File: src/rtl/tarsl_pkg.sv
// tarsl_pkg: constants and types of the triple converter result and status logic
// assumes one 50 MHz system clock and a one-cycle strobe register port
// Function
// - sinc3 16-bit results, 4 Hz to 8 kHz
// - attenuator switched only by high-voltage bit 7
// - voltage settled after three, chopped two conversions
// - temperature settles likewise after input switch
// - temperature input internal or external sensor
// - ground switch floats, direct or resistor
// - status bits 8 to 15 never interrupt
// - status bits 0 to 7 ORed into interrupt
// - each interrupt source has mask bit
// - current result read clears all ready bits
// - current off: voltage/temperature read clears all
// - core awake: no result overwrite while ready bit set
// - core asleep: results always take newest
// - out of range clamps, sets error flag
// - voltage ready set when result written
package tarsl_pkg;
    // timing
    localparam int CLK_FREQ_HZ = 50_000_000;
    localparam int MOD_RATE_HZ = 500_000;
    localparam int MOD_DIV = CLK_FREQ_HZ / MOD_RATE_HZ;
    localparam int MOD_CNT_W = 7;
    localparam int MIN_RATE_HZ = 4;
    localparam int MAX_RATE_HZ = 8_000;
    // widths
    localparam int ADDR_W = 8;
    localparam int DATA_W = 32;
    localparam int RES_W = 16;
    localparam int ACC_W = 52;
    localparam int DEC_W = 17;
    localparam int SHIFT_W = 6;
    localparam int NUM_CH = 3;
    // decimation bounds, rounded so the rate stays inside 4 Hz to 8 kHz
    localparam logic [DEC_W-1:0] DEC_MIN = DEC_W'((MOD_RATE_HZ + MAX_RATE_HZ - 1) / MAX_RATE_HZ);
    localparam logic [DEC_W-1:0] DEC_MAX = DEC_W'(MOD_RATE_HZ / MIN_RATE_HZ);
    // register byte offsets
    localparam logic [ADDR_W-1:0] OFS_STATUS = 8'h00;
    localparam logic [ADDR_W-1:0] OFS_MASK = 8'h04;
    localparam logic [ADDR_W-1:0] OFS_MODE = 8'h08;
    localparam logic [ADDR_W-1:0] OFS_CONFIG = 8'h0C;
    localparam logic [ADDR_W-1:0] OFS_CUR_RES = 8'h10;
    localparam logic [ADDR_W-1:0] OFS_VOLT_RES = 8'h14;
    localparam logic [ADDR_W-1:0] OFS_TEMP_RES = 8'h18;
    localparam logic [ADDR_W-1:0] OFS_FILTER = 8'h1C;
    localparam logic [ADDR_W-1:0] OFS_HV_CFG = 8'h20;
    // channel indices, also the ready bit positions
    localparam int CH_CUR = 0;
    localparam int CH_VOLT = 1;
    localparam int CH_TEMP = 2;
    // field positions
    localparam int MODE_CHOP = 3;
    localparam int MODE_TEMP_EXT = 4;
    localparam int MODE_GND_RES = 6;
    localparam int CFG_GND_CONN = 7;
    localparam int HV_ATTEN = 7;
    localparam int ST_ERR_LSB = 12;
    localparam int FLT_SHIFT_LSB = 17;
    // reset values
    localparam logic [7:0] MODE_RST = 8'h00;
    localparam logic [7:0] CONFIG_RST = 8'h00;
    localparam logic [7:0] HV_RST = 8'h00;
    localparam logic [7:0] MASK_RST = 8'h00;
    localparam logic [DEC_W-1:0] DEC_RST = DEC_MIN;
    localparam logic [SHIFT_W-1:0] SHIFT_RST = 6'h03;
    // conversions to the first settled result
    localparam logic [1:0] SETTLE_NOCHOP = 2'h3;
    localparam logic [1:0] SETTLE_CHOP = 2'h2;
    localparam logic [RES_W-1:0] FS_POS = 16'h7FFF;
    localparam logic [RES_W-1:0] FS_NEG = 16'h8000;

    typedef struct packed {
        logic wr;
        logic rd;
        logic [ADDR_W-1:0] addr;
        logic [DATA_W-1:0] wdata;
    } tarsl_bus_req_t;

    typedef struct packed {
        logic err;
        logic [RES_W-1:0] val;
    } tarsl_result_t;
endpackage

File: src/rtl/tarsl_top.sv
// tarsl_top: sinc3 decimation, settling, result lock, status and interrupt
// assumes modulator bitstreams are synchronous to clk_in and sampled on the divider tick
`timescale 1ns/100ps
module tarsl_top
    import tarsl_pkg::*;
(
    // clock and reset
    input wire logic clk_in,
    input wire logic arst_n_in,
    // register port
    input wire tarsl_bus_req_t bus_in,
    output logic [DATA_W-1:0] rd_data_out,
    // analog front end
    input wire logic [NUM_CH-1:0] mod_bit_in,
    input wire logic core_sleep_in,
    output logic [NUM_CH-1:0] chan_en_out,
    output logic temp_ext_sel_out,
    output logic atten_en_out,
    output logic gnd_direct_out,
    output logic gnd_resistor_out,
    // interrupt
    output logic irq_out
);
    logic [7:0] mode_reg;
    logic [7:0] config_reg;
    logic [7:0] hv_cfg_reg;
    logic [7:0] mask_reg;
    logic [DEC_W-1:0] dec_len_reg;
    logic [SHIFT_W-1:0] shift_reg;
    logic [NUM_CH-1:0] ready_reg;
    logic [NUM_CH-1:0] err_reg;
    logic [RES_W-1:0] result_reg [NUM_CH];
    logic [MOD_CNT_W-1:0] mod_cnt_reg;
    logic [DEC_W-1:0] dec_cnt_reg;
    logic signed [ACC_W-1:0] int1_reg [NUM_CH];
    logic signed [ACC_W-1:0] int2_reg [NUM_CH];
    logic signed [ACC_W-1:0] int3_reg [NUM_CH];
    logic signed [ACC_W-1:0] dly1_reg [NUM_CH];
    logic signed [ACC_W-1:0] dly2_reg [NUM_CH];
    logic signed [ACC_W-1:0] dly3_reg [NUM_CH];
    logic [1:0] settle_reg [NUM_CH];
    logic [DATA_W-1:0] rd_data_next;
    logic [NUM_CH-1:0] ready_next;

    // saturate a filter word to 16 bits, flag when it had to
    function automatic tarsl_result_t clamp16(input logic signed [ACC_W-1:0] v);
        tarsl_result_t r;
        r.err = 1'b0;
        r.val = v[RES_W-1:0];
        if (!v[ACC_W-1] && (|v[ACC_W-2:RES_W-1]))
        begin
            r.err = 1'b1;
            r.val = FS_POS;
        end
        else if (v[ACC_W-1] && !(&v[ACC_W-2:RES_W-1]))
        begin
            r.err = 1'b1;
            r.val = FS_NEG;
        end
        return r;
    endfunction

    // register decode
    wire wr_status = bus_in.wr && (bus_in.addr == OFS_STATUS);
    wire wr_mask = bus_in.wr && (bus_in.addr == OFS_MASK);
    wire wr_mode = bus_in.wr && (bus_in.addr == OFS_MODE);
    wire wr_config = bus_in.wr && (bus_in.addr == OFS_CONFIG);
    wire wr_filter = bus_in.wr && (bus_in.addr == OFS_FILTER);
    wire wr_hv = bus_in.wr && (bus_in.addr == OFS_HV_CFG);
    wire rd_cur = bus_in.rd && (bus_in.addr == OFS_CUR_RES);
    wire rd_volt = bus_in.rd && (bus_in.addr == OFS_VOLT_RES);
    wire rd_temp = bus_in.rd && (bus_in.addr == OFS_TEMP_RES);
    wire [NUM_CH-1:0] chan_en = mode_reg[NUM_CH-1:0];
    wire chop_on = mode_reg[MODE_CHOP];

    wire [DEC_W-1:0] wdata_dec = bus_in.wdata[DEC_W-1:0];
    wire [DEC_W-1:0] dec_len_next = (wdata_dec < DEC_MIN) ? DEC_MIN :
                                    (wdata_dec > DEC_MAX) ? DEC_MAX : wdata_dec;
    wire [SHIFT_W-1:0] shift_next = bus_in.wdata[FLT_SHIFT_LSB +: SHIFT_W];

    wire temp_switch = wr_mode && (bus_in.wdata[MODE_TEMP_EXT] != mode_reg[MODE_TEMP_EXT]);
    wire [NUM_CH-1:0] restart = ~chan_en | {temp_switch, 2'h0};

    // shared modulator tick and decimation, the channels sample simultaneously
    wire mod_tick = (mod_cnt_reg == MOD_CNT_W'(MOD_DIV - 1));
    wire dec_tick = mod_tick && (dec_cnt_reg == dec_len_reg - 17'h00001);

    wire [1:0] settle_need = chop_on ? SETTLE_CHOP : SETTLE_NOCHOP;

    logic signed [ACC_W-1:0] comb1 [NUM_CH];
    logic signed [ACC_W-1:0] comb2 [NUM_CH];
    logic signed [ACC_W-1:0] comb3 [NUM_CH];
    tarsl_result_t res [NUM_CH];
    logic [NUM_CH-1:0] conv_valid;
    logic [NUM_CH-1:0] do_write;

    always_comb
    begin
        for (int ch = 0; ch < NUM_CH; ch++)
        begin
            comb1[ch] = int3_reg[ch] - dly1_reg[ch];
            comb2[ch] = comb1[ch] - dly2_reg[ch];
            comb3[ch] = comb2[ch] - dly3_reg[ch];
            res[ch] = clamp16(comb3[ch] >>> shift_reg);
            conv_valid[ch] = dec_tick && chan_en[ch] && !restart[ch]
                             && (settle_reg[ch] >= settle_need - 2'h1);
            // hold result while ready, unless the core sleeps
            do_write[ch] = conv_valid[ch] && (!ready_reg[ch] || core_sleep_in);
        end
    end

    wire clr_all = rd_cur || (!chan_en[CH_CUR] && (rd_volt || rd_temp));
    wire [NUM_CH-1:0] clr_w1c = wr_status ? bus_in.wdata[NUM_CH-1:0] : 3'h0;
    wire [NUM_CH-1:0] ready_clr = clr_all ? 3'h7 : clr_w1c;
    // a new result sets ready and wins over a clear in the same cycle
    assign ready_next = (ready_reg & ~ready_clr) | do_write;

    wire [15:0] status_view = {1'b0, err_reg, 9'h000, ready_reg};
    // only the masked low byte interrupts
    wire irq_next = |(status_view[7:0] & mask_reg);

    always_comb
    begin
        rd_data_next = 32'h00000000;
        if (bus_in.addr == OFS_STATUS)
            rd_data_next = {16'h0000, status_view};
        else if (bus_in.addr == OFS_MASK)
            rd_data_next = {24'h000000, mask_reg};
        else if (bus_in.addr == OFS_MODE)
            rd_data_next = {24'h000000, mode_reg};
        else if (bus_in.addr == OFS_CONFIG)
            rd_data_next = {24'h000000, config_reg};
        else if (bus_in.addr == OFS_CUR_RES)
            rd_data_next = {16'h0000, result_reg[CH_CUR]};
        else if (bus_in.addr == OFS_VOLT_RES)
            rd_data_next = {16'h0000, result_reg[CH_VOLT]};
        else if (bus_in.addr == OFS_TEMP_RES)
            rd_data_next = {16'h0000, result_reg[CH_TEMP]};
        else if (bus_in.addr == OFS_FILTER)
            rd_data_next = {9'h000, shift_reg, dec_len_reg};
        else if (bus_in.addr == OFS_HV_CFG)
            rd_data_next = {24'h000000, hv_cfg_reg};
        if (!bus_in.rd)
            rd_data_next = 32'h00000000;
    end

    // control registers
    always_ff @(posedge clk_in or negedge arst_n_in)
    begin
        if (!arst_n_in)
        begin
            mode_reg <= MODE_RST;
            config_reg <= CONFIG_RST;
            hv_cfg_reg <= HV_RST;
            mask_reg <= MASK_RST;
            dec_len_reg <= DEC_RST;
            shift_reg <= SHIFT_RST;
        end
        else
        begin
            if (wr_mode)
                mode_reg <= bus_in.wdata[7:0];
            if (wr_config)
                config_reg <= bus_in.wdata[7:0];
            if (wr_hv)
                hv_cfg_reg <= bus_in.wdata[7:0];
            if (wr_mask)
                mask_reg <= bus_in.wdata[7:0];
            if (wr_filter)
            begin
                dec_len_reg <= dec_len_next;
                shift_reg <= shift_next;
            end
        end
    end

    // divider and decimation counters
    always_ff @(posedge clk_in or negedge arst_n_in)
    begin
        if (!arst_n_in)
        begin
            mod_cnt_reg <= '0;
            dec_cnt_reg <= '0;
        end
        else
        begin
            mod_cnt_reg <= mod_tick ? '0 : mod_cnt_reg + 7'h01;
            if (dec_tick || wr_filter)
                dec_cnt_reg <= '0;
            else if (mod_tick)
                dec_cnt_reg <= dec_cnt_reg + 17'h00001;
        end
    end

    // sinc3 integrators and combs per channel
    always_ff @(posedge clk_in or negedge arst_n_in)
    begin
        if (!arst_n_in)
        begin
            for (int ch = 0; ch < NUM_CH; ch++)
            begin
                int1_reg[ch] <= '0;
                int2_reg[ch] <= '0;
                int3_reg[ch] <= '0;
                dly1_reg[ch] <= '0;
                dly2_reg[ch] <= '0;
                dly3_reg[ch] <= '0;
                settle_reg[ch] <= 2'h0;
            end
        end
        else
        begin
            for (int ch = 0; ch < NUM_CH; ch++)
            begin
                // restart empties the filter so settling counts from zero
                if (restart[ch])
                begin
                    int1_reg[ch] <= '0;
                    int2_reg[ch] <= '0;
                    int3_reg[ch] <= '0;
                    dly1_reg[ch] <= '0;
                    dly2_reg[ch] <= '0;
                    dly3_reg[ch] <= '0;
                    settle_reg[ch] <= 2'h0;
                end
                else if (mod_tick)
                begin
                    int1_reg[ch] <= int1_reg[ch] + (mod_bit_in[ch] ? 52'sd1 : -52'sd1);
                    int2_reg[ch] <= int2_reg[ch] + int1_reg[ch];
                    int3_reg[ch] <= int3_reg[ch] + int2_reg[ch];
                    if (dec_tick)
                    begin
                        dly1_reg[ch] <= int3_reg[ch];
                        dly2_reg[ch] <= comb1[ch];
                        dly3_reg[ch] <= comb2[ch];
                        if (settle_reg[ch] != SETTLE_NOCHOP)
                            settle_reg[ch] <= settle_reg[ch] + 2'h1;
                    end
                end
            end
        end
    end

    // results, ready and error flags
    always_ff @(posedge clk_in or negedge arst_n_in)
    begin
        if (!arst_n_in)
        begin
            ready_reg <= 3'h0;
            err_reg <= 3'h0;
            for (int ch = 0; ch < NUM_CH; ch++)
                result_reg[ch] <= '0;
        end
        else
        begin
            ready_reg <= ready_next;
            for (int ch = 0; ch < NUM_CH; ch++)
            begin
                if (do_write[ch])
                begin
                    result_reg[ch] <= res[ch].val;
                    err_reg[ch] <= res[ch].err;
                end
            end
        end
    end

    // outputs all registered
    always_ff @(posedge clk_in or negedge arst_n_in)
    begin
        if (!arst_n_in)
        begin
            rd_data_out <= '0;
            chan_en_out <= 3'h0;
            temp_ext_sel_out <= 1'b0;
            atten_en_out <= 1'b0;
            gnd_direct_out <= 1'b0;
            gnd_resistor_out <= 1'b0;
            irq_out <= 1'b0;
        end
        else
        begin
            rd_data_out <= rd_data_next;
            chan_en_out <= chan_en;
            temp_ext_sel_out <= mode_reg[MODE_TEMP_EXT];
            atten_en_out <= hv_cfg_reg[HV_ATTEN];
            // ground switch: both off means floating
            gnd_direct_out <= config_reg[CFG_GND_CONN] && !mode_reg[MODE_GND_RES];
            gnd_resistor_out <= config_reg[CFG_GND_CONN] && mode_reg[MODE_GND_RES];
            irq_out <= irq_next;
        end
    end
endmodule

File: config.mk
export PLATFORM = sky130hd
export DESIGN_NAME = tarsl_top
export DESIGN_NICKNAME = d
export VERILOG_FILES = /design/src/rtl/tarsl_pkg.sv /design/src/rtl/tarsl_top.sv
export SDC_FILE = /design/constraint.sdc
export NUM_CORES = 2
export LEC_CHECK = 0
export BUFFER_PORTS_ARGS = -buffer_cell sky130_fd_sc_hd__buf_2
export CAP_MARGIN = 30
export CORE_UTILIZATION = 45
export DETAILED_ROUTE_END_ITERATION = 7
export PLACE_DENSITY = 0.62
export SLEW_MARGIN = 20
export SYNTH_ARGS = -nofsm -noshare
export SYNTH_HDL_FRONTEND = slang
export SYNTH_SLANG_ARGS = --single-unit
export TNS_END_PERCENT = 1
File: constraint.sdc
create_clock -name clk_in -period 13.44 [get_ports clk_in]
set_input_delay 2.016 -clock clk_in [delete_from_list [all_inputs] [get_ports clk_in]]
set_output_delay 2.016 -clock clk_in [all_outputs]
set_load 0.01 [all_outputs]
Yosys cells after proc, flatten, opt, wreduce, memory -nomap -nowiden. Cells that the tools add are included.

Bits in registers: 1115.

Reduce and logical (&&, ||, !) cells: 76. $lt $le $gt $ge: 5. Equality and inequality tests: 14. Bitwise gates (word level): 6. Muxes and demuxes: 84. Add/subtract/negate cells: 25. Shift operators: 3.

Operators with widths (count): 52-bit two-way mux (48); 52-bit adder (9); 52-bit subtractor (9); 23-bit two-way mux (8); 17-bit two-way mux (10); 52-bit by 6-bit >>> shifter with 52-bit output (3); 36-bit AND reduction (3); 36-bit OR reduction (3); 8-bit by 5-bit equality test with 1-bit output, second input constant (4); 1-bit logical AND (32); 32-bit two-way mux (1); 2-bit two-way mux (12); 2-bit nonzero test (10); 17-bit by 1-bit adder with 17-bit output, second input constant (1); 17-bit equality test (1); 17-bit greater-than comparator, second input constant (1); 17-bit by 6-bit < comparator with 1-bit output, second input constant (1); 17-bit by 1-bit subtractor with 17-bit output, second input constant (1); 8-bit by 4-bit equality test with 1-bit output, second input constant (2); 1-bit zero test (14); 3-bit AND reduction (3); 3-bit by 8-bit bitwise AND with 8-bit output (1); 8-bit by 3-bit equality test with 1-bit output, second input constant (1); 8-bit by 6-bit equality test with 1-bit output, second input constant (1); 18 further kinds (34).

Logic depth before layout (Yosys ltp).
Depth in word-level cells: 11. Mapped depth: 58.

Least setup slack after synthesis. Ideal clock, no wire load.

Path kind: reg-to-reg. From: register int3_reg[52] (netlist name). To: register result_reg[25] (netlist name). Stages on the path, launching flop included: 55. Period minus slack after synthesis: 10.633 ns. Required time: 13.318 ns. Setup time: 0.122 ns. Arrival time: 10.511 ns. Path slack: 2.807 ns. Cell sequence: dfrtp_1 inv_1 ha_1 inv_1 fa_1 a21o_1 a21oi_1 o21bai_1 a21oi_1 o21bai_1 a21oi_1 nor2b_1 o21a_1 o41ai_1 o211ai_1 a31oi_1 o21bai_1 a21oi_1 [19 not listed] and4_1 nand4_1 a2111oi_0 nor3_1 nor3_2 o221ai_2 mux2_2 mux2_2 mux2i_1 mux2i_1 nand2b_1 nor4_1 and4_1 a41oi_1 o21ai_1 and2_1 buf_4 a21oi_1.

Longest elaborated chain between the ends: 9. Elaborated cells between the ends (all ways): 12. Classes of those cells: add/sub (3); shift (1); mux (2); reduce/logical (6).

RTL lines: start, declared (RTL line tarsl_top.sv:37) `logic signed [ACC_W-1:0] int3_reg [NUM_CH];`; start signal, assigned by index (RTL line tarsl_top.sv:230) `int3_reg[ch] <= int3_reg[ch] + int2_reg[ch];`; 52-bit subtractor (*) (RTL line tarsl_top.sv:101) `comb1[ch] = int3_reg[ch] - dly1_reg[ch];`; 52-bit subtractor (*) (RTL line tarsl_top.sv:102) `comb2[ch] = comb1[ch] - dly2_reg[ch];`; 52-bit subtractor (*) (RTL line tarsl_top.sv:103) `comb3[ch] = comb2[ch] - dly3_reg[ch];`; 52-bit by 6-bit >>> shifter with 52-bit output (*) (RTL line tarsl_top.sv:104) `res[ch] = clamp16(comb3[ch] >>> shift_reg);`; 36-bit AND reduction (RTL line tarsl_top.sv:55) `else if (v[ACC_W-1] && !(&v[ACC_W-2:RES_W-1]))`; 1-bit zero test (RTL line tarsl_top.sv:55); 1-bit logical AND (RTL line tarsl_top.sv:55); 17-bit two-way mux (RTL line tarsl_top.sv:55); 17-bit two-way mux (*) (RTL line tarsl_top.sv:50) `if (!v[ACC_W-1] && (|v[ACC_W-2:RES_W-1]))`; end signal, assigned by index (RTL line tarsl_top.sv:261) `result_reg[ch] <= res[ch].val;`; end, declared (RTL line tarsl_top.sv:32) `logic [RES_W-1:0] result_reg [NUM_CH];`.

Mark *: on every way between the ends. The rest lies on a longest branch, timed or not. A chain may end at the register's enable or synchronous reset.

Worst setup path in the final report.
From: register int3_reg[52] (netlist name). To: register result_reg[28] (netlist name).

The elaborated chain is that of the path after synthesis.

==> impl_results.md <==
* Layout Area Growth over Synthesis at 7.65%
* Setup crit start kind: flip-flop
* Netlist cell types at 110
* Syn Inst Count at 13100
* Crit path max-delay cell type: a2111oi_0
* DRC at 0
* Post-synth EDFFs at 0
* WL per Instance at 18.0 um
* RePlAce Congestion at 0.943
* CP Data Arrival Time at 13010 ps
* Ys Warns at 0
* Clock root buffer: clkbuf_16
* RR Startpoint: int3_reg[52]$_DFFE_PN0P_
* P per Cell Area at 72.5 mW/mm^2
* Synth top area share at 0.268
* Pins Over Slew Limit at 0
* Critical Path Most Common Cell: a21oi_1
* Post-Synthesis Cell Area at about 0.10 sq mm
* Post_cts resized at 0
* Slew margin rel. at 0.316
* CTS max path bufs at 3
* Vias in the first global route at 88300
* Setup violators final at 0
* Top area cells in the synthesized netlist: dfrtp_1, ha_1, nand2_1
* GRT Util Overall at 0.245
* HPWL after DPL at 212 mm
* Sequential element share of the synthesized area at 0.270
* Critical Path Source: int3_reg[52]$_DFFE_PN0P_
* #FFs+latches synth at 1106
* Reg area at 0.0277 sq mm
* Unrepaired setup endpoints after global routing: no
* Worst hold path startpoint: hv_cfg_reg[7]$_DFFE_PN0P_
* Clock Skews at 55.1 ps
* IO Port Bufs at roughly 70
* Initial antenna violation count at 6
* Largest net degree at the start of global routing at 205
* Syn Area/Cell at around 8 sq um
* Worst vdd ir at 78.7 uV
* Cells after DPL at roughly 16000
* Layout cells sized above 1 at 0.0555
* Endpoints failing hold at 0
* Quantity of hold-fixing buffers added after cts at 0
* Worst Hold Class: flip-flop to flip-flop
* Worst slew pin tran at 1010 ps
* Routed wire length at 287 mm
* Lkg Pwr at approximately 51 nW
* Worst skew pair latency at just over 800 ps
* Sinks on the clock net at ~1100
* CTS tree: done
* Ports at 88
* TritonRoute pass-1 iters at 7
* Worst endpoint required time at 14110 ps
* Filler instances at ~22000
* Status: finished, final reports clean
* Part of the cycle the worst path needs at 0.918
* Placed Area at 0.105 sq mm
* DIE AREA at ~0.23 sq mm
* Synth async-reset ratio at 1.00
* Fin crit period at 12340 ps
* Setup_tns at 0 ps
* Post-placement setup slack at between 1000 and 1500 ps
* Core Region at 0.226 sq mm
* Multi-input logic area at 0.0700 sq mm
* Final instance area at 0.111 sq mm
* Worst path max stage delay at between 600 and 700 ps
* Setup WS post-layout at 1100 ps
* Grt ovf at 0
* Fin cells at 16000
* Hold WS at between 400 and 500 ps
* Initial core utilization at 0.455
* Max FO, Critical Path at 14
* Total power at 8.01 mW
* Drt via density at 5.76
* Achievable Freq at 81.0 MHz
* TritonCTS buffer count at 142
* Crit Path Class: flip-flop to flip-flop
* Most used flip-flop cell after synthesis: dfrtp_1
* Setup crit end kind: flip-flop
* Cell taking the most area after synthesis: dfrtp_1
* Die W at 480 um
* Routed vias at 91900
* Post-CTS setup buffer count at 0
* Final core utilization at 0.490
* Final net count at 13800
* Num rows at 174
* Htree depth at 4
* Final ANT Viol Nets at 0
* First DRT Iteration DRCs at 6752
* Max-cap violations at 0
* First-pass GRT wire length at 472 mm
* Die height at 480 um
* Reg clk slew, reported paths at approximately 60 ps
[worst max-delay path: cells and delay by family (launching register included)]
family                     cells  cell delay, ps
AOI/OAI and AO/OA             32            6730
and+or+nand+nor               11            2150
muxes                          2             660
buffers and inverters          4             580
xor gates and xnor gates       2             380
DFF                            1             410
adders and majority gates      4            1280
[layout by cell type (no fill, tap or decap), types with 320 or more instances in the layout]
master and n:
nor2_1 785, a21o_1 407, a21boi_0 426, ha_1 927, xor2_1 320, o21ai_0 772
inv_1 723, a21oi_1 1254, xnor2_1 529, nand2_1 2214, dfrtp_1 1092
[report_power, final]
part | leakage (nW) | internal (mW) | switching [mW]
combinational | 33.0 | 0.179 | 0.418
sequential | 15.4 | 3.34 | 0.0253
clock | 2.45 | 2.42 | 1.62
[cells by family (layout without fill, tap and decap cells)]
kind of cell               after synthesis  in the layout  share of synthesized area
xor gates and xnor gates               853            853                     0.0732
adders and majority gates              945            945                      0.116
buffers and inverters                 1341           1174                     0.0500
DFF                                   1106           1106                      0.270
AOI/OAI and AO/OA                     4074           4074                      0.255
and+or+nand+nor                       4448           4448                      0.195
other                                    1             14                  0.0000365
muxes                                  352            352                     0.0403
[final cells by class]
cell class,count,area share
Multi-Input combinational cell,10700,0.633
Sequential cell,1106,0.251
Clock buffer,204,0.0385
Tap cell,2992,0.0339
Inverter,732,0.0250
Timing Repair Buffer,179,0.0124
Clock inverter,59,0.00643
Antenna cell,5,0.000113
[metal layers]
metal	vias to the layer above	share of wire	wire, um	track usage
met5	-	0.000045	13	0
met4	2	0.020	5800	0.0543
met3	336	0.046	13100	0.0279
met2	1897	0.44	127000	0.393
met1	43900	0.49	140000	0.352
li1	45800	-	-	-
[worst paths after layout]
| kind | endpoint | slack (ps) | depth (start not counted) |
|---|---|---|---|
| max | result_reg[28]$_DFFE_PN0P_ | 1100 | 55 |
| min | atten_en_out$_DFF_PN0_ | 410 | 0 |
| max reg2reg | result_reg[28]$_DFFE_PN0P_ | 1100 | 55 |
| min reg2reg | atten_en_out$_DFF_PN0_ | 410 | 0 |
| max in group asynchronous | int1_reg[8]$_DFFE_PN0P_ | 9490 | 4 |
| min in group asynchronous | int3_reg[109]$_DFFE_PN0P_ | 1220 | 1 |
[cell usage after synthesis, types with 23 or more instances]
cell / n
a211o_1: 48
a211oi_1: 151
a21boi_0: 426
a21o_1: 407
a21oi_1: 1254
a221oi_1: 38
a31oi_1: 91
and2_1: 284
and3_1: 100
and4_1: 23
buf_1: 53
clkbuf_1: 522
dfrtp_1: 1098
ha_1: 927
inv_1: 730
mux2_2: 111
mux2i_1: 203
mux4_2: 38
nand2_1: 2214
nand2b_1: 161
nand3_1: 236
nand4_1: 108
nor2_1: 786
nor2b_1: 126
nor3_1: 172
nor4_1: 51
o211a_1: 34
o211ai_1: 97
o21a_1: 143
o21ai_0: 772
o21bai_1: 158
o22ai_1: 41
o31ai_1: 45
or2_2: 40
or3_1: 68
xnor2_1: 529
xor2_1: 320
Note: power is estimated with default switching activity, not from simulation.
